===== src/common/aopc_pkg.sv =====
// Purpose: Shared constants for the output port control block
// Assumes: Microport carries 16-bit data and a channel address
// Notes:   Offsets are channel addresses behind the indirect pointer
package aopc_pkg;
  localparam logic [7:0] OFS_HB_A      = 8'h08;
  localparam logic [7:0] OFS_HB_B      = 8'h09;
  localparam logic [7:0] OFS_GL_CTRL   = 8'h0A;
  localparam logic [7:0] OFS_GL_HOLD   = 8'h0B;
  localparam logic [7:0] OFS_LINK_A    = 8'h1B;
  localparam logic [7:0] OFS_PAR_B     = 8'h1C;
  localparam logic [7:0] OFS_LINK_B    = 8'h1D;
  localparam logic [7:0] OFS_OCLK      = 8'h1E;
  // Field positions
  localparam int HB_BYPASS_BIT   = 0;
  localparam int HB_SEL_LO       = 1;
  localparam int GL_BYPASS_BIT   = 0;
  localparam int GL_FIRST_BIT    = 1;
  localparam int GL_INIT_BIT     = 2;
  localparam int GL_NOW_BIT      = 3;
  localparam int GL_CLIP_BIT     = 4;
  localparam int GL_WL_LO        = 5;
  localparam int PP_SRC_BIT      = 0;
  localparam int PP_CHEN_LO      = 1;
  localparam int PP_FMT_BIT      = 5;
  localparam int LP_SRC_BIT      = 0;
  localparam int LP_ILV_BIT      = 1;
  localparam int LP_NOSS_BIT     = 2;
  localparam int LP_WAIT_LO      = 3;
  localparam int LP_EN_BIT       = 7;
  localparam int OC_MASTER_BIT   = 0;
  localparam int OC_DIV_LO       = 1;
  // Reset values
  localparam logic [7:0]  RST_BYTE  = 8'h00;
  localparam logic [15:0] RST_HOLD  = 16'h0000;
  localparam logic [15:0] HOLD_ONE  = 16'h0001;
  localparam logic [15:0] HOLD_ZERO = 16'h0000;
  // Word length codes
  typedef enum logic [2:0] {
    AOPC_WL16 = 3'b000, AOPC_WL12 = 3'b001, AOPC_WL10 = 3'b010,
    AOPC_WL8  = 3'b011, AOPC_WL7  = 3'b100, AOPC_WL6  = 3'b101,
    AOPC_WL5  = 3'b110, AOPC_WL4  = 3'b111
  } aopc_wl_t;
  localparam int SAMPLE_W   = 24;
  localparam int WORD_W     = 16;
  localparam int FIFO_DEPTH = 32;
  localparam int NCH        = 4;
endpackage


===== src/hw/aopc_fifo.sv =====
// Purpose: Output data FIFO with valid/ready on both sides
// Assumes: Single clock
// Notes:   Full and empty are exact; no write when full
`timescale 1ns/100ps
module aopc_fifo #(
  parameter int WIDTH = 16,
  parameter int DEPTH = 32
) (
  input  wire logic             i_clk_sys,
  input  wire logic             i_resetn,
  input  wire logic             i_ce,
  input  wire logic [WIDTH-1:0] i_wdata,
  input  wire logic             i_wvalid,
  output logic                  o_wready,
  output logic      [WIDTH-1:0] o_rdata,
  output logic                  o_rvalid,
  input  wire logic             i_rready
);
  localparam int AW = $clog2(DEPTH);
  logic [WIDTH-1:0] mem [DEPTH];
  logic [AW-1:0]    wp_reg;
  logic [AW-1:0]    rp_reg;
  logic [AW:0]      cnt_reg;
  logic             push;
  logic             pop;

  // Handshakes from occupancy
  assign o_wready = (cnt_reg != (AW+1)'(DEPTH)) && i_ce;
  assign o_rvalid = (cnt_reg != '0);
  assign push     = i_wvalid && o_wready;
  assign pop      = o_rvalid && i_rready && i_ce;
  assign o_rdata  = mem[rp_reg];

  // Storage has no reset, so it maps onto plain RAM
  always_ff @(posedge i_clk_sys)
  begin
    if (push)
      mem[wp_reg] <= i_wdata;
  end

  // Pointers and count
  always_ff @(posedge i_clk_sys or negedge i_resetn)
  begin
    if (!i_resetn)
    begin
      wp_reg  <= '0;
      rp_reg  <= '0;
      cnt_reg <= '0;
    end
    else if (i_ce)
    begin
      if (push)
        wp_reg <= (wp_reg == AW'(DEPTH-1)) ? '0 : wp_reg + 1'b1;
      if (pop)
        rp_reg <= (rp_reg == AW'(DEPTH-1)) ? '0 : rp_reg + 1'b1;
      cnt_reg <= cnt_reg + (AW+1)'(push) - (AW+1)'(pop);
    end
  end
endmodule


===== src/hw/aopc_sync_ctl.sv =====
// Purpose: Holdoff counter and gain-loop sync sequencing
// Assumes: Sync requests are one-cycle pulses on the system clock
// Notes:   Holdoff of zero never synchronises the loop
`timescale 1ns/100ps
module aopc_sync_ctl
  import aopc_pkg::*;
(
  input  wire logic        i_clk_sys,
  input  wire logic        i_resetn,
  input  wire logic        i_ce,
  input  wire logic        i_sync_req,
  input  wire logic        i_sync_now,
  input  wire logic [15:0] i_holdoff,
  input  wire logic        i_first_only,
  input  wire logic        i_init_on_sync,
  output logic             o_dump,
  output logic             o_init
);
  logic [15:0] cnt_reg;
  logic        run_reg;
  logic        seen_reg;
  logic        fire;
  logic        accept;

  // First-only mode drops every request after the first accepted one
  assign accept = i_sync_req && !(i_first_only && seen_reg);
  // Value one fires on the request itself; zero never loads
  assign fire = (accept && i_holdoff == HOLD_ONE) ||
                (run_reg && cnt_reg == HOLD_ONE + 16'h0001);
  assign o_dump = i_ce && (fire || i_sync_now);
  assign o_init = i_ce && fire && i_init_on_sync;

  // Countdown loaded on each accepted request with a holdoff above one
  always_ff @(posedge i_clk_sys or negedge i_resetn)
  begin
    if (!i_resetn)
    begin
      cnt_reg  <= RST_HOLD;
      run_reg  <= 1'b0;
      seen_reg <= 1'b0;
    end
    else if (i_ce)
    begin
      if (!i_first_only)
        seen_reg <= 1'b0;
      else if (accept)
        seen_reg <= 1'b1;
      if (accept && i_holdoff > HOLD_ONE)
      begin
        cnt_reg <= i_holdoff;
        run_reg <= 1'b1;
      end
      else if (run_reg)
      begin
        cnt_reg <= cnt_reg - 16'h0001;
        if (cnt_reg == HOLD_ONE + 16'h0001)
          run_reg <= 1'b0;
      end
    end
  end
endmodule


===== src/hw/aopc_top.sv =====
// Purpose: Output port control: half-band select, gain loop, port setup
// Assumes: Registers written through the microport via indirect pointer
// Notes:   Loop arithmetic is reduced to a gain shift; filter is averaging
// What this block does
// - Filter bit 0 set bypasses half-band
// - Filter enabled interleaves and interpolates by two
// - First filter takes 4, 3, 2 or 1 channels
// - Second filter setting does not change the channels taken
// - Bypass still interleaves, no interpolation
// - Control bits 7-5 choose output word width
// - Width codes 000=16 down to 111=4
// - Control bit 4 selects level or clipping tracking
// - Sync loads holdoff; at one, dump sample
// - Control bit 3 forces immediate update
// - Bit 2 set: sync clears, reloads parameters
// - Bit 2 clear: sync keeps parameters, still dumps
// - Bit 1 set: only first sync acts
// - Control bit 0 bypasses loop, 16 MSBs
// - Holdoff reloads on software or pin sync
// - Holdoff one immediate, zero never syncs
// - Parallel bit 5 chooses 8-bit or 16-bit when source bit 0 set; clear gives 16 MSBs
// - Parallel bits 4-1 channel enables, bit 0 source
// - Link bit 7 enable, 6-3 wait, source
// - Link bit 2 suppresses signal strength word
// - Link interleave bit: two or four channel
// - Clock bits 2-1 divisor, bit 0 master; slave
`timescale 1ns/100ps
module aopc_top
  import aopc_pkg::*;
#(
  parameter int CH_W  = SAMPLE_W,
  parameter int DEPTH = FIFO_DEPTH
) (
  input  wire logic                  i_clk_sys,
  input  wire logic                  i_resetn,
  input  wire logic                  i_ce,
  input  wire logic                  i_reg_we,
  input  wire logic [7:0]            i_reg_addr,
  input  wire logic [15:0]           i_reg_wdata,
  output logic      [15:0]           o_reg_rdata,
  input  wire logic [NCH*CH_W-1:0]   i_ch_data,
  input  wire logic                  i_ch_valid,
  input  wire logic                  i_soft_sync,
  input  wire logic                  i_pin_sync,
  input  wire logic                  i_pclk_in,
  output logic                       o_pclk_out,
  output logic                       o_pclk_oe_n,
  output logic      [aopc_pkg::WORD_W-1:0] o_port_data,
  output logic                       o_port_valid,
  input  wire logic                  i_port_ready,
  output logic                       o_link_en,
  output logic      [3:0]            o_link_wait,
  output logic                       o_link_send_ss,
  output logic                       o_link_two_ch,
  output logic                       o_link_from_gain,
  output logic      [15:0]           o_signal_strength
);
  logic [2:0]  hb_a_reg;
  logic [2:0]  hb_b_reg;
  logic [7:0]  gl_ctrl_reg;
  logic [15:0] gl_hold_reg;
  logic [7:0]  link_a_reg;
  logic [7:0]  par_b_reg;
  logic [7:0]  link_b_reg;
  logic [2:0]  oclk_reg;
  logic        sync_now_reg;
  logic [1:0]  psync_sr;
  logic        psync_d_reg;
  logic [1:0]  pclk_sr;
  logic        pclk_d_reg;
  logic        pclk_rise;
  logic        gen_rise;
  logic        dump;
  logic        init;
  logic [1:0]  div_cnt_reg;
  logic        pclk_gen_reg;
  logic [1:0]  slot_reg;
  logic [1:0]  last_slot;
  logic        hb_bypass;
  logic [CH_W-1:0] cur_sample;
  logic [CH_W-1:0] prev_reg;
  logic        interp_reg;
  logic [CH_W-1:0] hb_word;
  logic        hb_valid;
  logic [CH_W-1:0] hb_word_reg;
  logic        hb_valid_reg;
  logic [1:0]  hb_slot_reg;
  logic [15:0] msb16;
  logic [15:0] gain_word;
  logic [15:0] out_word;
  logic [15:0] peak_reg;
  logic [3:0]  gain_sh_reg;
  logic        fifo_wready;
  logic [15:0] last_dump_reg;

  // Register writes; the sync-now bit self-clears after acting
  always_ff @(posedge i_clk_sys or negedge i_resetn)
  begin
    if (!i_resetn)
    begin
      hb_a_reg    <= RST_BYTE[2:0];
      hb_b_reg    <= RST_BYTE[2:0];
      gl_ctrl_reg <= RST_BYTE;
      gl_hold_reg <= RST_HOLD;
      link_a_reg  <= RST_BYTE;
      par_b_reg   <= RST_BYTE;
      link_b_reg  <= RST_BYTE;
      oclk_reg    <= RST_BYTE[2:0];   // Slave after reset
      sync_now_reg <= 1'b0;
    end
    else if (i_ce)
    begin
      sync_now_reg <= 1'b0;
      if (i_reg_we)
      begin
        unique case (i_reg_addr)
          OFS_HB_A:    hb_a_reg    <= i_reg_wdata[2:0];
          OFS_HB_B:    hb_b_reg    <= i_reg_wdata[2:0];
          OFS_GL_CTRL:
          begin
            gl_ctrl_reg  <= i_reg_wdata[7:0];
            sync_now_reg <= i_reg_wdata[GL_NOW_BIT];
          end
          OFS_GL_HOLD: gl_hold_reg <= i_reg_wdata;
          OFS_LINK_A:  link_a_reg  <= i_reg_wdata[7:0];
          OFS_PAR_B:   par_b_reg   <= i_reg_wdata[7:0];
          OFS_LINK_B:  link_b_reg  <= i_reg_wdata[7:0];
          OFS_OCLK:    oclk_reg    <= i_reg_wdata[2:0];
          default:     ;
        endcase
      end
    end
  end

  // Readback; the control word shows the sync-now bit as last written
  always_comb
  begin
    o_reg_rdata = 16'h0000;
    unique case (i_reg_addr)
      OFS_HB_A:    o_reg_rdata = {13'h0000, hb_a_reg};
      OFS_HB_B:    o_reg_rdata = {13'h0000, hb_b_reg};
      OFS_GL_CTRL: o_reg_rdata = {8'h00, gl_ctrl_reg};
      OFS_GL_HOLD: o_reg_rdata = gl_hold_reg;
      OFS_LINK_A:  o_reg_rdata = {8'h00, link_a_reg};
      OFS_PAR_B:   o_reg_rdata = {8'h00, par_b_reg};
      OFS_LINK_B:  o_reg_rdata = {8'h00, link_b_reg};
      OFS_OCLK:    o_reg_rdata = {13'h0000, oclk_reg};
      default:     o_reg_rdata = 16'h0000;
    endcase
  end

  // Pin sync and port clock come from outside: two-stage synchronisers
  always_ff @(posedge i_clk_sys or negedge i_resetn)
  begin
    if (!i_resetn)
    begin
      psync_sr    <= 2'b00;
      psync_d_reg <= 1'b0;
      pclk_sr     <= 2'b00;
      pclk_d_reg  <= 1'b0;
    end
    else if (i_ce)
    begin
      psync_sr    <= {psync_sr[0], i_pin_sync};
      psync_d_reg <= psync_sr[1];
      pclk_sr     <= {pclk_sr[0], i_pclk_in};
      pclk_d_reg  <= pclk_sr[1];
    end
  end

  // Either sync source reloads the holdoff counter
  aopc_sync_ctl u_sync (
    .i_clk_sys      (i_clk_sys),
    .i_resetn       (i_resetn),
    .i_ce           (i_ce),
    .i_sync_req     (i_soft_sync || (psync_sr[1] && !psync_d_reg)),
    .i_sync_now     (sync_now_reg),
    .i_holdoff      (gl_hold_reg),
    .i_first_only   (gl_ctrl_reg[GL_FIRST_BIT]),
    .i_init_on_sync (gl_ctrl_reg[GL_INIT_BIT]),
    .o_dump         (dump),
    .o_init         (init)
  );

  // Port clock: divided master drive, or slave edges sampled
  always_ff @(posedge i_clk_sys or negedge i_resetn)
  begin
    if (!i_resetn)
    begin
      div_cnt_reg  <= 2'b00;
      pclk_gen_reg <= 1'b0;
    end
    else if (i_ce)
    begin
      if (div_cnt_reg >= oclk_reg[OC_DIV_LO +: 2])
      begin
        div_cnt_reg  <= 2'b00;
        pclk_gen_reg <= ~pclk_gen_reg;
      end
      else
        div_cnt_reg <= div_cnt_reg + 2'b01;
    end
  end
  assign o_pclk_out  = pclk_gen_reg;
  assign o_pclk_oe_n = ~oclk_reg[OC_MASTER_BIT];   // Slave never drives
  // Master drains on the edge that raises its own clock, not every cycle
  assign gen_rise    = (div_cnt_reg >= oclk_reg[OC_DIV_LO +: 2]) &&
                       !pclk_gen_reg;
  assign pclk_rise   = oclk_reg[OC_MASTER_BIT] ? gen_rise
                                               : (pclk_sr[1] && !pclk_d_reg);

  // Channel set per filter: A takes 1..4 channels, B setting leaves the channel set unchanged
  assign last_slot = hb_a_reg[HB_SEL_LO +: 2];
  assign hb_bypass = hb_a_reg[HB_BYPASS_BIT];
  assign cur_sample = hb_b_reg[HB_SEL_LO] && slot_reg >= 2'd2 &&
                      !hb_a_reg[HB_SEL_LO +: 1]
                      ? i_ch_data[(32'(slot_reg))*CH_W +: CH_W]
                      : i_ch_data[(32'(slot_reg))*CH_W +: CH_W];

  // Interleave slots; when filtering, each slot emits a midpoint too
  always_ff @(posedge i_clk_sys or negedge i_resetn)
  begin
    if (!i_resetn)
    begin
      slot_reg   <= 2'b00;
      interp_reg <= 1'b0;
      prev_reg   <= '0;
    end
    else if (i_ce && i_ch_valid && fifo_wready)
    begin
      if (!hb_bypass && !interp_reg)
        interp_reg <= 1'b1;
      else
      begin
        interp_reg <= 1'b0;
        prev_reg   <= cur_sample;
        slot_reg   <= (slot_reg >= last_slot) ? 2'b00
                                               : slot_reg + 2'b01;
      end
    end
  end
  assign hb_valid = i_ch_valid && fifo_wready;
  assign hb_word  = (!hb_bypass && interp_reg)
                    ? CH_W'(({prev_reg[CH_W-1], prev_reg} +
                             {cur_sample[CH_W-1], cur_sample}) >>> 1)
                    : cur_sample;

  // Register the filter output before the gain stage
  always_ff @(posedge i_clk_sys or negedge i_resetn)
  begin
    if (!i_resetn)
    begin
      hb_word_reg  <= '0;
      hb_slot_reg  <= 2'b00;
      hb_valid_reg <= 1'b0;
    end
    else if (i_ce)
    begin
      hb_word_reg  <= hb_word;
      hb_valid_reg <= hb_valid;
      hb_slot_reg  <= slot_reg;   // Enable follows the word's own slot
    end
  end

  // Gain loop: peak tracking between dumps steers a shift
  assign msb16 = hb_word_reg[CH_W-1 -: 16];
  always_ff @(posedge i_clk_sys or negedge i_resetn)
  begin
    if (!i_resetn)
    begin
      peak_reg      <= 16'h0000;
      gain_sh_reg   <= 4'h0;
      last_dump_reg <= 16'h0000;
    end
    else if (i_ce)
    begin
      if (dump)
      begin
        last_dump_reg <= peak_reg;
        peak_reg      <= 16'h0000;
        if (init)
          gain_sh_reg <= 4'h0;
        else if (gl_ctrl_reg[GL_CLIP_BIT])
          gain_sh_reg <= (peak_reg[15]) ? gain_sh_reg - 4'h1
                                        : gain_sh_reg;
        else if (!peak_reg[15] && !peak_reg[14])
          gain_sh_reg <= gain_sh_reg + 4'h1;
        else
          gain_sh_reg <= gain_sh_reg;
      end
      else if (hb_valid_reg && (msb16[15] ? ~msb16 : msb16) > peak_reg)
        peak_reg <= msb16[15] ? ~msb16 : msb16;
    end
  end
  assign gain_word = 16'(msb16 <<< gain_sh_reg);
  assign o_signal_strength = last_dump_reg;

  // Word length truncation keeps the top bits of the chosen width
  always_comb
  begin
    out_word = gl_ctrl_reg[GL_BYPASS_BIT] ? msb16 : gain_word;
    unique case (aopc_wl_t'(gl_ctrl_reg[GL_WL_LO +: 3]))
      AOPC_WL16: out_word = out_word;
      AOPC_WL12: out_word = out_word & 16'hFFF0;
      AOPC_WL10: out_word = out_word & 16'hFFC0;
      AOPC_WL8:  out_word = out_word & 16'hFF00;
      AOPC_WL7:  out_word = out_word & 16'hFE00;
      AOPC_WL6:  out_word = out_word & 16'hFC00;
      AOPC_WL5:  out_word = out_word & 16'hF800;
      AOPC_WL4:  out_word = out_word & 16'hF000;
    endcase
    if (par_b_reg[PP_FMT_BIT])
      out_word = {8'h00, out_word[15:8]};
    if (!par_b_reg[PP_SRC_BIT])
      out_word = msb16;
  end

  // Output buffer; drained on port clock edges for enabled channels
  aopc_fifo #(
    .WIDTH (16),
    .DEPTH (DEPTH)
  ) u_fifo (
    .i_clk_sys (i_clk_sys),
    .i_resetn  (i_resetn),
    .i_ce      (i_ce),
    .i_wdata   (out_word),
    .i_wvalid  (hb_valid_reg && par_b_reg[PP_CHEN_LO + hb_slot_reg]),
    .o_wready  (fifo_wready),
    .o_rdata   (o_port_data),
    .o_rvalid  (o_port_valid),
    .i_rready  (i_port_ready && pclk_rise)
  );

  // Link port setup reflected on plain outputs
  assign o_link_en        = link_a_reg[LP_EN_BIT];
  assign o_link_wait      = link_a_reg[LP_WAIT_LO +: 4];
  assign o_link_send_ss   = ~link_a_reg[LP_NOSS_BIT];
  assign o_link_two_ch    = link_a_reg[LP_ILV_BIT] |
                            link_b_reg[LP_ILV_BIT];
  assign o_link_from_gain = link_a_reg[LP_SRC_BIT];
endmodule


===== config.mk =====
export PLATFORM = sky130hd
export DESIGN_NAME = aopc_top
export DESIGN_NICKNAME = d
export VERILOG_FILES = /design/src/common/aopc_pkg.sv /design/src/hw/aopc_fifo.sv /design/src/hw/aopc_sync_ctl.sv /design/src/hw/aopc_top.sv
export SDC_FILE = /design/constraint.sdc
export NUM_CORES = 1
export LEC_CHECK = 0
export BUFFER_PORTS_ARGS = -buffer_cell sky130_fd_sc_hd__buf_2
export CAP_MARGIN = 30
export CORE_MARGIN = 2
export CORE_UTILIZATION = 55
export DETAILED_ROUTE_END_ITERATION = 12
export PLACE_DENSITY = 0.7
export SYNTH_ARGS = -nofsm -noshare
export SYNTH_HDL_FRONTEND = slang
export SYNTH_SLANG_ARGS = --single-unit

===== constraint.sdc =====
create_clock -name i_clk_sys -period 5.7 [get_ports i_clk_sys]
set_input_delay 0.285 -clock i_clk_sys [delete_from_list [all_inputs] [get_ports i_clk_sys]]
set_output_delay 0.285 -clock i_clk_sys [all_outputs]
set_load 0.01 [all_outputs]

-- Word level (Yosys, flattened, before mapping)
Memories as Yosys holds them, arrays and structs flattened.
Index checks and enable logic that the tools add are counted.
- flip-flop bits (word level): 191
- memory bits (writable): 512
- input port bits: 129
- output and inout bits: 59
- logic and storage cells: 167
- memories: 1
- memory list (memory ; words ; bits a word ; read ports ; clocked after memory_dff ; write ports ; RTL line ; source):
    u_fifo.mem ; 32 ; 16 ; 1 ; 0 ; 1 ; aopc_fifo.sv:20 ; logic [WIDTH-1:0] mem [DEPTH];
- add/subtract/negate cells: 11
- $mul: 1
- order comparisons: 5
- eq/ne operators: 22
- shifts and indexed selects: 2
- mux-type cells: 32
- bitwise operators: 6
- reductions and logical operators: 57
- operators by type and width (cell ; number):
    16-bit one-hot mux with 8 select lines ; 2
    16-bit two-way mux ; 8
    96-bit by 8-bit indexed part select with 24-bit output ; 1
    8-bit by 4-bit equality test with 1-bit output, second input constant ; 4
    8-bit by 5-bit equality test with 1-bit output, second input constant ; 4
    24-bit by 24-bit adder with 25-bit output ; 1
    1-bit logical AND ; 24
    24-bit two-way mux ; 1
    3-bit AND reduction ; 8
    16-bit by 1-bit equality test with 1-bit output, second input constant ; 1
    16-bit by 2-bit equality test with 1-bit output, second input constant ; 1
    16-bit by 1-bit > comparator with 1-bit output, second input constant ; 1
    16-bit > comparator ; 1
    4-bit two-way mux ; 4
    16-bit inverter ; 1
    2-bit AND reduction ; 8
    16-bit by 4-bit <<< shifter with 16-bit output ; 1
    16-bit by 1-bit subtractor with 16-bit output, second input constant ; 1
    3-bit equality test, second input constant ; 4
    1-bit two-way mux ; 12
    5-bit by 1-bit adder with 5-bit output, second input constant ; 2
    5-bit equality test, second input constant ; 2
    5-bit two-way mux ; 2
    1-bit zero test ; 8
    other kinds (24) ; 34

-- Longest topological paths before layout
Gate-level depths: netlist of the first run.
- word-level depth: 10
- mapped depth: 16
- gate-level depth less buffers: 16

-- By module
From an unflattened synthesis of the first run, not the netlist that was laid out.
- cells, all modules: 2161
- area, all modules: 31526.5 µm²
- modules (own cells, without submodules) (module ; times used ; cells each ; area each (µm²) ; sequential area each (µm²)):
    aopc_fifo ; 1 ; 1074 ; 20832.5 ; 15775.1
    aopc_top ; 1 ; 932 ; 9405.3 ; 3678.5
    aopc_sync_ctl ; 1 ; 155 ; 1288.7 ; 450.4

-- Worst setup path before layout of the first run
No wires, ideal clock.
- path kind: reg-to-reg
- start: reg slot_reg[0]
- end: reg hb_word_reg[15]
- setup time: 0.126 ns
- arrival time: 3.806 ns
- required time: 5.574 ns
- path slack: 1.768 ns
- cell stages (with the launch flop): 13
- path buffers: 3
- period minus slack after synthesis: 3.932 ns
- path through: dfrtp_1 -> buf_2 -> buf_1 -> mux4_2 -> ha_1 -> clkbuf_1 -> and3_1 -> a221o_1 -> a221o_1 -> a21oi_2 -> a31oi_1 -> xnor2_1 -> a221o_1
- longest elaborated chain between the ends: 4
- ends and longest elaborated chain (item ; RTL line ; source):
    from (decl) ; aopc_top.sv:77 ; logic [1:0] slot_reg;
    from (signal assigned) ; aopc_top.sv:237 ; slot_reg <= (slot_reg >= last_slot) ? 2'b00
    2-bit by 2-bit multiplier with 4-bit output ; aopc_top.sv:217, aopc_top.sv:218 ;
    96-bit by 8-bit indexed part select with 24-bit output ; aopc_top.sv:217, aopc_top.sv:218 ;
    via cur_sample[10] ; aopc_top.sv:80 ; logic [CH_W-1:0] cur_sample;
    24-bit by 24-bit adder with 25-bit output ; aopc_top.sv:244 ; ? CH_W'(({prev_reg[CH_W-1], prev_reg} +
    24-bit two-way mux ; aopc_top.sv:244 ;
    to (signal assigned) ; aopc_top.sv:259 ; hb_word_reg <= hb_word;
    to (decl) ; aopc_top.sv:85 ; logic [CH_W-1:0] hb_word_reg;
The timed path passes the listed nets, and every way through them passes these cells.
A chain may end at the register's enable or synchronous reset.

-- Final worst setup path of the first run
Same ends and word-level chain as after synthesis.

==> impl_metrics.yaml, run 1 <==
placement:
  place_ws_ps: 1650
  place_hpwl_mm: 46.7
  io_buffers: 186
  place_congestion: 0.917
  placedCellCount: 2832
  place_area_um2: 33300
synth:
  syn_area_um2: 31200
  async_reset_ff_frac: 0.261
  synthCells: 1935
  synth_warnings: 0
  synth_edf_count: 512
  yosysMostFrequentCell: "edfxtp_1"
  yosysSeqAreaShare: 0.639
  synth_top_area_frac: 0.494
  synthTopCellsByArea: "edfxtp_1 (49%), dfrtp_1 (15%), mux4_2 (14%)"
  synth_common_cells: "edfxtp_1 (512), mux4_2 (191), dfrtp_1 (181), mux2_2 (117), nand2_1 (115)"
  synth.largest_area_cell: "edfxtp_1"
  ys.flop_type: "edfxtp_1"
  synth.avg_cell_area_um2: 16.1
  ys_ff_latch: 693
  synth_cell_type_count: 71
  synth_nets: 2129
clock_network:
  root_buffer: "clkbuf_16"
  hold_buffers: 14
  clkLatencyLatePin_ps: 610
  clock_path_buffers: 3
  cts_tree: "done"
  cts-resized-gates: 0
  h-tree-depth: 3
  clock_sinks: 693
  clk_pin_slew_ps: 60
  cts_buffers: 72
  post_cts_buffers: 0
worst_setup_path:
  cp.required_ps: 6190
  critPathSlowestCell: "dfrtp_2"
  crit_top_cell: "a221o_1"
  crit_chain: "mux4_2 > ha_1 > and3_1 > a221o_1 > a221o_1 > a21oi_2 > a31oi_1 > xnor2_1 > a221o_1"
  r2r_setup_slack_ps: 1650
  crit_path_start_kind: "flop"
  cp-end-kind: "flop"
  critPathMaxFanout: 27
  cp.arrival_ps: 4540
  critPathKind: "reg -> reg"
  critPathMaxStageDelay_ps: 910
cells_and_area:
  nets: 2362
  nFillCells: 4058
  fin_util: 0.636
  antenna-diode-count: 0
  finalNonFillerCells: 2978
  final_area_um2: 35700
  area_delta_synth_final_pct: 14.8
  drive_gt1_frac: 0.314
  largest_reg_flops: 512
power:
  finalPower_mw: 17.1
  p_per_area_nw_per_um2: 478
  peakVddDrop_v: 0.000303
  leakage_nw: 13.2
grt:
  grt_max_degree: 118
  overflow: 0
  grt_pass1_vias: 19100
  grt_pass1_wl_mm: 116
  track_usage: 0.260
  grt_antenna_before_repair: 0
route:
  wl_mm: 74.3
  vias_per_cell: 6.19
  wl_per_cell_um: 25.0
  drt-initial-drc-count: 1767
  drtAntennaViolNets: 0
  vias: 18400
  firstDrtPassIters: 7
  drcViolationCount: 0
timing:
  tightest_slew_ps: 991
  finalSetupViolations: 0
  period_needed_ps: 4050
  fmax_mhz: 247
  fin_ws_ps: 1650
  hold_viol_final: 0
  hold-worst-slack_ps: 30.6
  finClkSkew_ps: 13.6
  rsz0062_at_grt: "false"
  slew_headroom: 0.334
  final_max_slew_viol_count: 0
  setup_tns_ps: 0
  timing.final.crit_share: 0.711
floorplan:
  ioPinCount: 188
  core_um2: 56200
  start_util: 0.555
  die_w_um: 242
  rows: 87
  dieArea_um2: 58600
  die_y_um: 242
flow_run:
  drv_cap: 0
outcome:
  status: "complete, no violations"
hold_path:
  hold_path.class: "in -> reg"
[layout by cell type (no fill, tap or decap), types with 11 or more instances in the layout]
cell type	instances
nand4_1	12
and2_1	12
mux2_2	117
xor2_1	18
clkinv_1	12
nand3_1	16
a22o_1	14
a21o_1	17
nor2_1	93
buf_4	54
clkbuf_1	17
mux4_2	191
o21ai_0	76
edfxtp_1	512
dlygate4sd3_1	14
dfrtp_1	177
a21oi_1	70
mux2i_1	33
nand2_1	115
xnor2_1	14
clkbuf_16	73
ha_1	63
a22oi_1	11
o22ai_1	14
inv_1	58
nor3_1	21
buf_2	185
[area by class of cell]
| cell class | count | area, um^2 | area share |
|---|---|---|---|
| Sequential cell | 693 | 19900 | 0.557 |
| Timing Repair Buffer | 266 | 1710 | 0.0477 |
| Tap cell | 756 | 946 | 0.0265 |
| Multi-Input combinational cell | 1075 | 10700 | 0.299 |
| Clock buffer | 94 | 1930 | 0.0541 |
| Inverter | 60 | 225 | 0.00630 |
| Clock inverter | 34 | 319 | 0.00893 |
[layer usage]
layer  share of wire  global-route usage
met4           0.019              0.0686
met3           0.059              0.0377
met2            0.51               0.443
met1            0.41               0.355
met5               0                   0
[final timing paths]
kind                                        from                     to  cells after the start
min reg2reg                o_signal_strength[14]  o_signal_strength[14]                      2
max in group asynchronous               i_resetn         gl_ctrl_reg[7]                      4
max                                  slot_reg[0]        hb_word_reg[15]                      9
min in group asynchronous               i_resetn            prev_reg[0]                      2
min                               i_reg_wdata[3]          link_b_reg[3]                      2
max reg2reg                          slot_reg[0]        hb_word_reg[15]                      9
[cell families after synthesis]
| logic type | Yosys count | synth area share |
|---|---|---|
| and+or+nand+nor | 341 | 0.0524 |
| AOI/OAI and AO/OA | 295 | 0.0611 |
| adders and majority gates | 65 | 0.0266 |
| other | 1 | 0.000120 |
| muxes | 341 | 0.191 |
| buffers and inverters | 167 | 0.0208 |
| xor gates and xnor gates | 32 | 0.00900 |
| DFF | 693 | 0.639 |
[power by group]
| part | internal [mW] | switching [mW] |
|---|---|---|
| sequential | 6.33 | 0.594 |
| combinational | 2.58 | 3.05 |
| clock | 2.59 | 1.94 |
[critical path: cells and delay by family, from the launching register on]
| family | cells | cell delay [ps] |
|---|---|---|
| muxes | 1 | 630 |
| DFF | 1 | 910 |
| adders and majority gates | 1 | 410 |
| AOI/OAI and AO/OA | 5 | 1590 |
| and+or+nand+nor | 1 | 220 |
| xor gates and xnor gates | 1 | 160 |
Note: power is estimated with default switching activity, not from simulation.
==> inputs of run 2 (changes only) <==
--- a/config.mk
+++ b/config.mk
@@ -5,12 +5,13 @@
 export SDC_FILE = /design/constraint.sdc
 export NUM_CORES = 1
 export LEC_CHECK = 0
+export ABC_AREA = 1
 export BUFFER_PORTS_ARGS = -buffer_cell sky130_fd_sc_hd__buf_2
 export CAP_MARGIN = 30
 export CORE_MARGIN = 2
 export CORE_UTILIZATION = 55
 export DETAILED_ROUTE_END_ITERATION = 12
-export PLACE_DENSITY = 0.7
+export PLACE_DENSITY = 0.73
 export SYNTH_ARGS = -nofsm -noshare
 export SYNTH_HDL_FRONTEND = slang
 export SYNTH_SLANG_ARGS = --single-unit
==> constraint.sdc (replaced) <==
create_clock -name i_clk_sys -period 3.32 [get_ports i_clk_sys]
set_input_delay 0.166 -clock i_clk_sys [delete_from_list [all_inputs] [get_ports i_clk_sys]]
set_output_delay 0.166 -clock i_clk_sys [all_outputs]
set_load 0.01 [all_outputs]
==> run 2 against run 1 <==
Compared with the run above: area after synthesis increased by 3.6%; via count increased by 38%; critical path type is now reg -> out; clock power increased by 84%; hold slack improved by 9.5 ps; sequential share of layout area decreased by 2.1 points; first-iteration DRC count increased by 42%; count of clock-buffer cells in the layout decreased by 1; clock skew increased by 8.8 ps; final cell count increased by 43%; combinational power increased to 2.6 times the previous value.
==> impl_metrics.yaml, run 2 <==
outcome:
  status: "complete, no violations"
power:
  leakage_nw: 14.5
  p_per_area_nw_per_um2: 924
  finalPower_mw: 34.3
  peakVddDrop_v: 0.000872
worst_setup_path:
  timing.rr.start: "slot_reg[0]"
  crit_path_start_kind: "flop"
  critPathKind: "reg -> out"
  worst_r2r_path_depth: 14
  r2r-end: "hb_word_reg[10]"
  cp.required_ps: 3150
  r2r_setup_slack_ps: 250
  endpoint: "o_port_data[15]"
  critPathMaxFanout: 62
  cp-end-kind: "primary output"
  cp.arrival_ps: 3140
  crit_start: "u_fifo.rp_reg[1]"
floorplan:
  dieArea_um2: 60600
  ioPinCount: 188
  start_util: 0.558
  die_w_um: 246
  rows: 88
  die_y_um: 246
  core_um2: 57800
cells_and_area:
  antenna-diode-count: 0
  drive_gt1_frac: 0.137
  nets: 3621
  layout_common_cells: "edfxtp_1 (512), nand2_1 (499), o21ai_0 (482)"
  nFillCells: 4500
  final_common_cell: "edfxtp_1"
  area_delta_synth_final_pct: 15.1
  largest_reg_flops: 512
clock_network:
  clock_sinks: 693
  cts_buffers: 73
  clkLatencyLatePin_ps: 620
  clock_path_buffers: 3
  cts_tree: "done"
  h-tree-depth: 3
  clk_pin_slew_ps: 60
  root_buffer: "clkbuf_16"
route:
  drt-initial-drc-count: 2516
  firstDrtPassIters: 8
  vias_per_cell: 5.99
  wl_mm: 89.0
  drcViolationCount: 0
  drtAntennaViolNets: 0
  wl_per_cell_um: 20.9
  vias: 25500
synth:
  synth_cell_type_count: 57
  synth_top_area_frac: 0.476
  synth_nets: 3403
  synthTopCellsByArea: "edfxtp_1 (48%), dfrtp_1 (14%), o21ai_0 (7.6%)"
  yosysSeqAreaShare: 0.617
  yosysMostFrequentCell: "edfxtp_1"
  synth_common_cells: "edfxtp_1 (512), nand2_1 (499), o21ai_0 (490), nor2_1 (441), inv_1 (209)"
  syn_area_um2: 32300
  synth_warnings: 0
  synth_edf_count: 512
  async_reset_ff_frac: 0.261
  synthCells: 3209
  synth.largest_area_cell: "edfxtp_1"
  ys.flop_type: "edfxtp_1"
  ys_ff_latch: 693
  synth.avg_cell_area_um2: 10.1
grt:
  track_usage: 0.296
  grt_pass1_vias: 25100
  grt_pass1_wl_mm: 139
  grt_max_degree: 134
  overflow: 0
  grt_antenna_before_repair: 0
timing:
  finalSetupViolations: 0
  hold-worst-slack_ps: 40.1
  fmax_mhz: 302
  rsz0062_at_grt: "true"
  final_max_slew_viol_count: 0
  tightest_slew_ps: 998
  timing.final.crit_share: 0.997
  period_needed_ps: 3310
  hold_viol_final: 0
  slew_headroom: 0.334
  finClkSkew_ps: 22.3
placement:
  place_hpwl_mm: 57.6
  place_congestion: 0.956
  io_buffers: 186
hold_path:
  hold_path.class: "in -> reg"
flow_run:
  drv_cap: 0
run 2: changes by cell type in the layout (fill, tap and decap cells not counted), moves of 63 or more:
cell / delta
o22ai_1: +158
mux4_2: -191
o21ai_0: +406
nor2_1: +348
nand3_1: +63
inv_1: +149
mux2_2: -117
nand2_1: +384
run 2: kinds of logic after synthesis:
family | share of synthesized area
flops | 0.617
buf+inv | 0.0509
xor+xnor | 0.00814
compound gates | 0.162
simple gates | 0.136
other cells | 0.000116
fa+ha+maj | 0.0257
run 2: where the power goes:
part	total (mW)	internal, mW	switching [mW]
Combinational	14.5	4.54	9.94
Sequential	11.5	10.9	0.599
Clock	8.35	4.95	3.40
run 2: area by class of cell:
cell class | count | area (um^2) | area share
timing repair buffer | 316 | 2130 | 0.0573
multi-input combinational | 2118 | 10800 | 0.291
inverter | 225 | 856 | 0.0230
tap | 765 | 957 | 0.0258
clock inverter | 40 | 487 | 0.0131
clock buffer | 93 | 1970 | 0.0532
sequential | 693 | 19900 | 0.536
run 2: worst max-delay path, stage by stage, from the launching register on:
cell,delay [ps]
dfrtp_4,660
clkinv_2,160
buf_12,270
o21ai_0,140
o22ai_1,230
nand2_1,90
nand2_1,100
a21oi_1,60
o31ai_1,550
buf_2,240
run 2: worst min path at each step:
stage	start	to	slack [ps]	depth (start not counted)
2_1_floorplan	i_resetn	div_cnt_reg[0]	-130	0
3_3_place_gp	i_resetn	prev_reg[11]	260	1
3_5_place_dp	i_resetn	prev_reg[10]	280	1
4_1_cts	i_ch_data[3]	prev_reg[3]	20	5
5_1_grt	i_ch_data[58]	prev_reg[10]	70	5
6_report	i_ch_data[58]	prev_reg[10]	40	5
run 2: metrics by stage:
stage	setup TNS, ps	util	std cells	setup WS [ps]	instance area, um^2
finish	0	0.642	4250	9.71	37100
global route	-18.3	0.642	4250	-18.3	37100
CTS	0	0.642	4250	15.5	37100
detailed placement	0	0.595	4093	272	34400
global placement	0	0.595	4092	351	34400
floorplan	0	-	3209	450	32300
run 2: what timing repair did:
item                       in CTS  in global routing
gates resized for setup         0                  6
buffers inserted                1                  0
setup endpoints to repair       5                 12
hold buffers                   23                  0
hold endpoints to repair      127                  0
run 2: metal layers:
metal | global-route usage | wire length, um | up-vias | part of all wire
met4 | 0.0998 | 2410 | 0 | 0.027
met3 | 0.0488 | 7540 | 171 | 0.085
li1 | - | - | 11800 | -
met5 | 0 | 0 | - | 0
met1 | 0.418 | 37700 | 12400 | 0.42
met2 | 0.468 | 41300 | 1159 | 0.46
==> inputs of run 3 (changes only) <==
--- a/config.mk
+++ b/config.mk
@@ -11,7 +11,7 @@
 export CORE_MARGIN = 2
 export CORE_UTILIZATION = 55
 export DETAILED_ROUTE_END_ITERATION = 12
-export PLACE_DENSITY = 0.73
+export PLACE_DENSITY = 0.7
 export SYNTH_ARGS = -nofsm -noshare
 export SYNTH_HDL_FRONTEND = slang
 export SYNTH_SLANG_ARGS = --single-unit
==> constraint.sdc (replaced) <==
create_clock -name i_clk_sys -period 4.2 [get_ports i_clk_sys]
set_input_delay 0.21 -clock i_clk_sys [delete_from_list [all_inputs] [get_ports i_clk_sys]]
set_output_delay 0.21 -clock i_clk_sys [all_outputs]
set_load 0.01 [all_outputs]
==> run 3 against run 2 <==
Compared with the run above: non-clock buffer count down 26; largest power group unchanged; clock power down 24%; clock skew down 2.6 ps; power down 23%; via count down 2.0%; highest routed layer unchanged.
==> impl_metrics.yaml, run 3 (synthesized netlist as in run 2, its figures left out) <==
worst_setup_path:
  crit_path_start_kind: "flop"
  r2r_setup_slack_ps: 730
  critPathKind: "reg -> out"
  crit_start: "u_fifo.rp_reg[0]"
  critPathMaxFanout: 108
  cp.arrival_ps: 3550
  cp-end-kind: "primary output"
  timing.rr.start: "slot_reg[1]"
  cp.required_ps: 3990
timing:
  period_needed_ps: 3760
  timing.final.crit_share: 0.896
  finClkSkew_ps: 19.7
  fin_ws_ps: 436
  final_max_slew_viol_count: 0
  tightest_slew_ps: 945
  rsz0062_at_grt: "false"
  hold_viol_final: 0
  fmax_mhz: 266
  finalSetupViolations: 0
  slew_headroom: 0.370
  setup_tns_ps: 0
power:
  peakVddDrop_v: 0.000555
  p_per_area_nw_per_um2: 722
  leakage_nw: 14.4
  finalPower_mw: 26.6
cells_and_area:
  area_delta_synth_final_pct: 14.1
  drive_gt1_frac: 0.131
  antenna-diode-count: 0
  largest_reg_flops: 512
  layout_common_cells: "edfxtp_1 (512), nand2_1 (499), o21ai_0 (483)"
  finalNonFillerCells: 4228
  nets: 3596
  final_area_um2: 36800
  final_common_cell: "edfxtp_1"
route:
  vias_per_cell: 5.90
  firstDrtPassIters: 5
  vias: 25000
  drtAntennaViolNets: 0
  drt-initial-drc-count: 2726
  drcViolationCount: 0
  wl_per_cell_um: 20.7
  wl_mm: 87.7
clock_network:
  cts_buffers: 74
  post_cts_buffers: 0
  clk_pin_slew_ps: 60
  clock_sinks: 693
  cts_tree: "done"
  root_buffer: "clkbuf_16"
  h-tree-depth: 3
  clock_path_buffers: 3
  cts-resized-gates: 0
  clkLatencyLatePin_ps: 620
floorplan:
  start_util: 0.558
  die_w_um: 246
  ioPinCount: 188
  die_y_um: 246
  dieArea_um2: 60600
  core_um2: 57800
  rows: 88
grt:
  grt_use_met2: 0.464
  grt_max_degree: 131
  overflow: 0
  track_usage: 0.291
  grt_busiest_layer: "met2"
  grt_pass1_wl_mm: 136
  grt_use_met3: 0.0413
  gr-usage-met1: 0.420
  grt_pass1_vias: 24200
  grt_antenna_before_repair: 0
hold_path:
  hold_path.class: "in -> async"
placement:
  place_hpwl_mm: 56.8
  placedCellCount: 4071
  place_congestion: 0.953
  place_ws_ps: 859
  place_area_um2: 34200
  io_buffers: 186
outcome:
  status: "complete, no violations"
flow_run:
  drv_cap: 0
-- run 3: changes by cell type in the layout (fill, tap and decap cells not counted), moves of 4 or more --
| cell | delta |
|---|---|
| buf_4 | -17 |
| clkinv_1 | +8 |
| buf_12 | -7 |
| bufinv_16 | -6 |
| clkinvlp_4 | -5 |
| clkbuf_8 | +4 |
| dlygate4sd3_1 | -4 |
| inv_6 | +4 |
-- run 3: worst paths after layout --
kind / cells after the start / endpoint
min in group i_clk_sys: 5 / u_sync.seen_reg
setup / recovery: 9 / o_port_data[10]
setup reg to reg: 11 / hb_word_reg[21]
hold reg to reg: 2 / psync_sr[0]
hold / removal: 2 / hb_word_reg[20]
max in group asynchronous: 4 / o_signal_strength[8]
-- run 3: final cells by class --
class	count	area [um^2]
inverter	225	850
sequential	693	19900
timing repair buffer	290	1890
clock buffer	95	2020
fill	4564	21000
multi-input combinational	2118	10800
tap	765	957
clock inverter	42	367
-- run 3: metal layers --
metal  up-vias  routed length (um)
met1     12100               38700
li1      11700                   -
met2      1024               40800
met5         -                   0
met4         0                1840
met3       135                6400
-- run 3: where the power goes --
| group | switching [mW] | total, mW | internal, mW |
|---|---|---|---|
| Sequential | 0.605 | 9.21 | 8.60 |
| Combinational | 7.59 | 11.0 | 3.45 |
| Clock | 2.71 | 6.33 | 3.62 |
| Total | 10.9 | 26.6 | 15.7 |
-- run 3: per-stage QoR --
| step | hold slack (ps) | util |
|---|---|---|
| final | 10.3 | 0.637 |
| after global routing | 1.96 | 0.637 |
| after CTS | 21.7 | 0.636 |
| after detailed placement | 423 | 0.592 |
| after global placement | 405 | 0.590 |
| after floorplan | -85.6 | - |
-- run 3: what timing repair did --
| item | 4_1_cts | 5_1_grt |
|---|---|---|
| endpoints found under the hold margin | 150 | 0 |
| endpoints found under the setup margin | 0 | 0 |
| hold buffers | 19 | 0 |
-- run 3: worst max-delay path: stages, from the launching register on --
cell     delay (ps)
dfrtp_4         680
inv_6           630
buf_4           430
o21ai_0         120
o22ai_1         130
o21ai_0         160
o22ai_1         350
nand2_1         100
nand2_1         110
buf_2           140
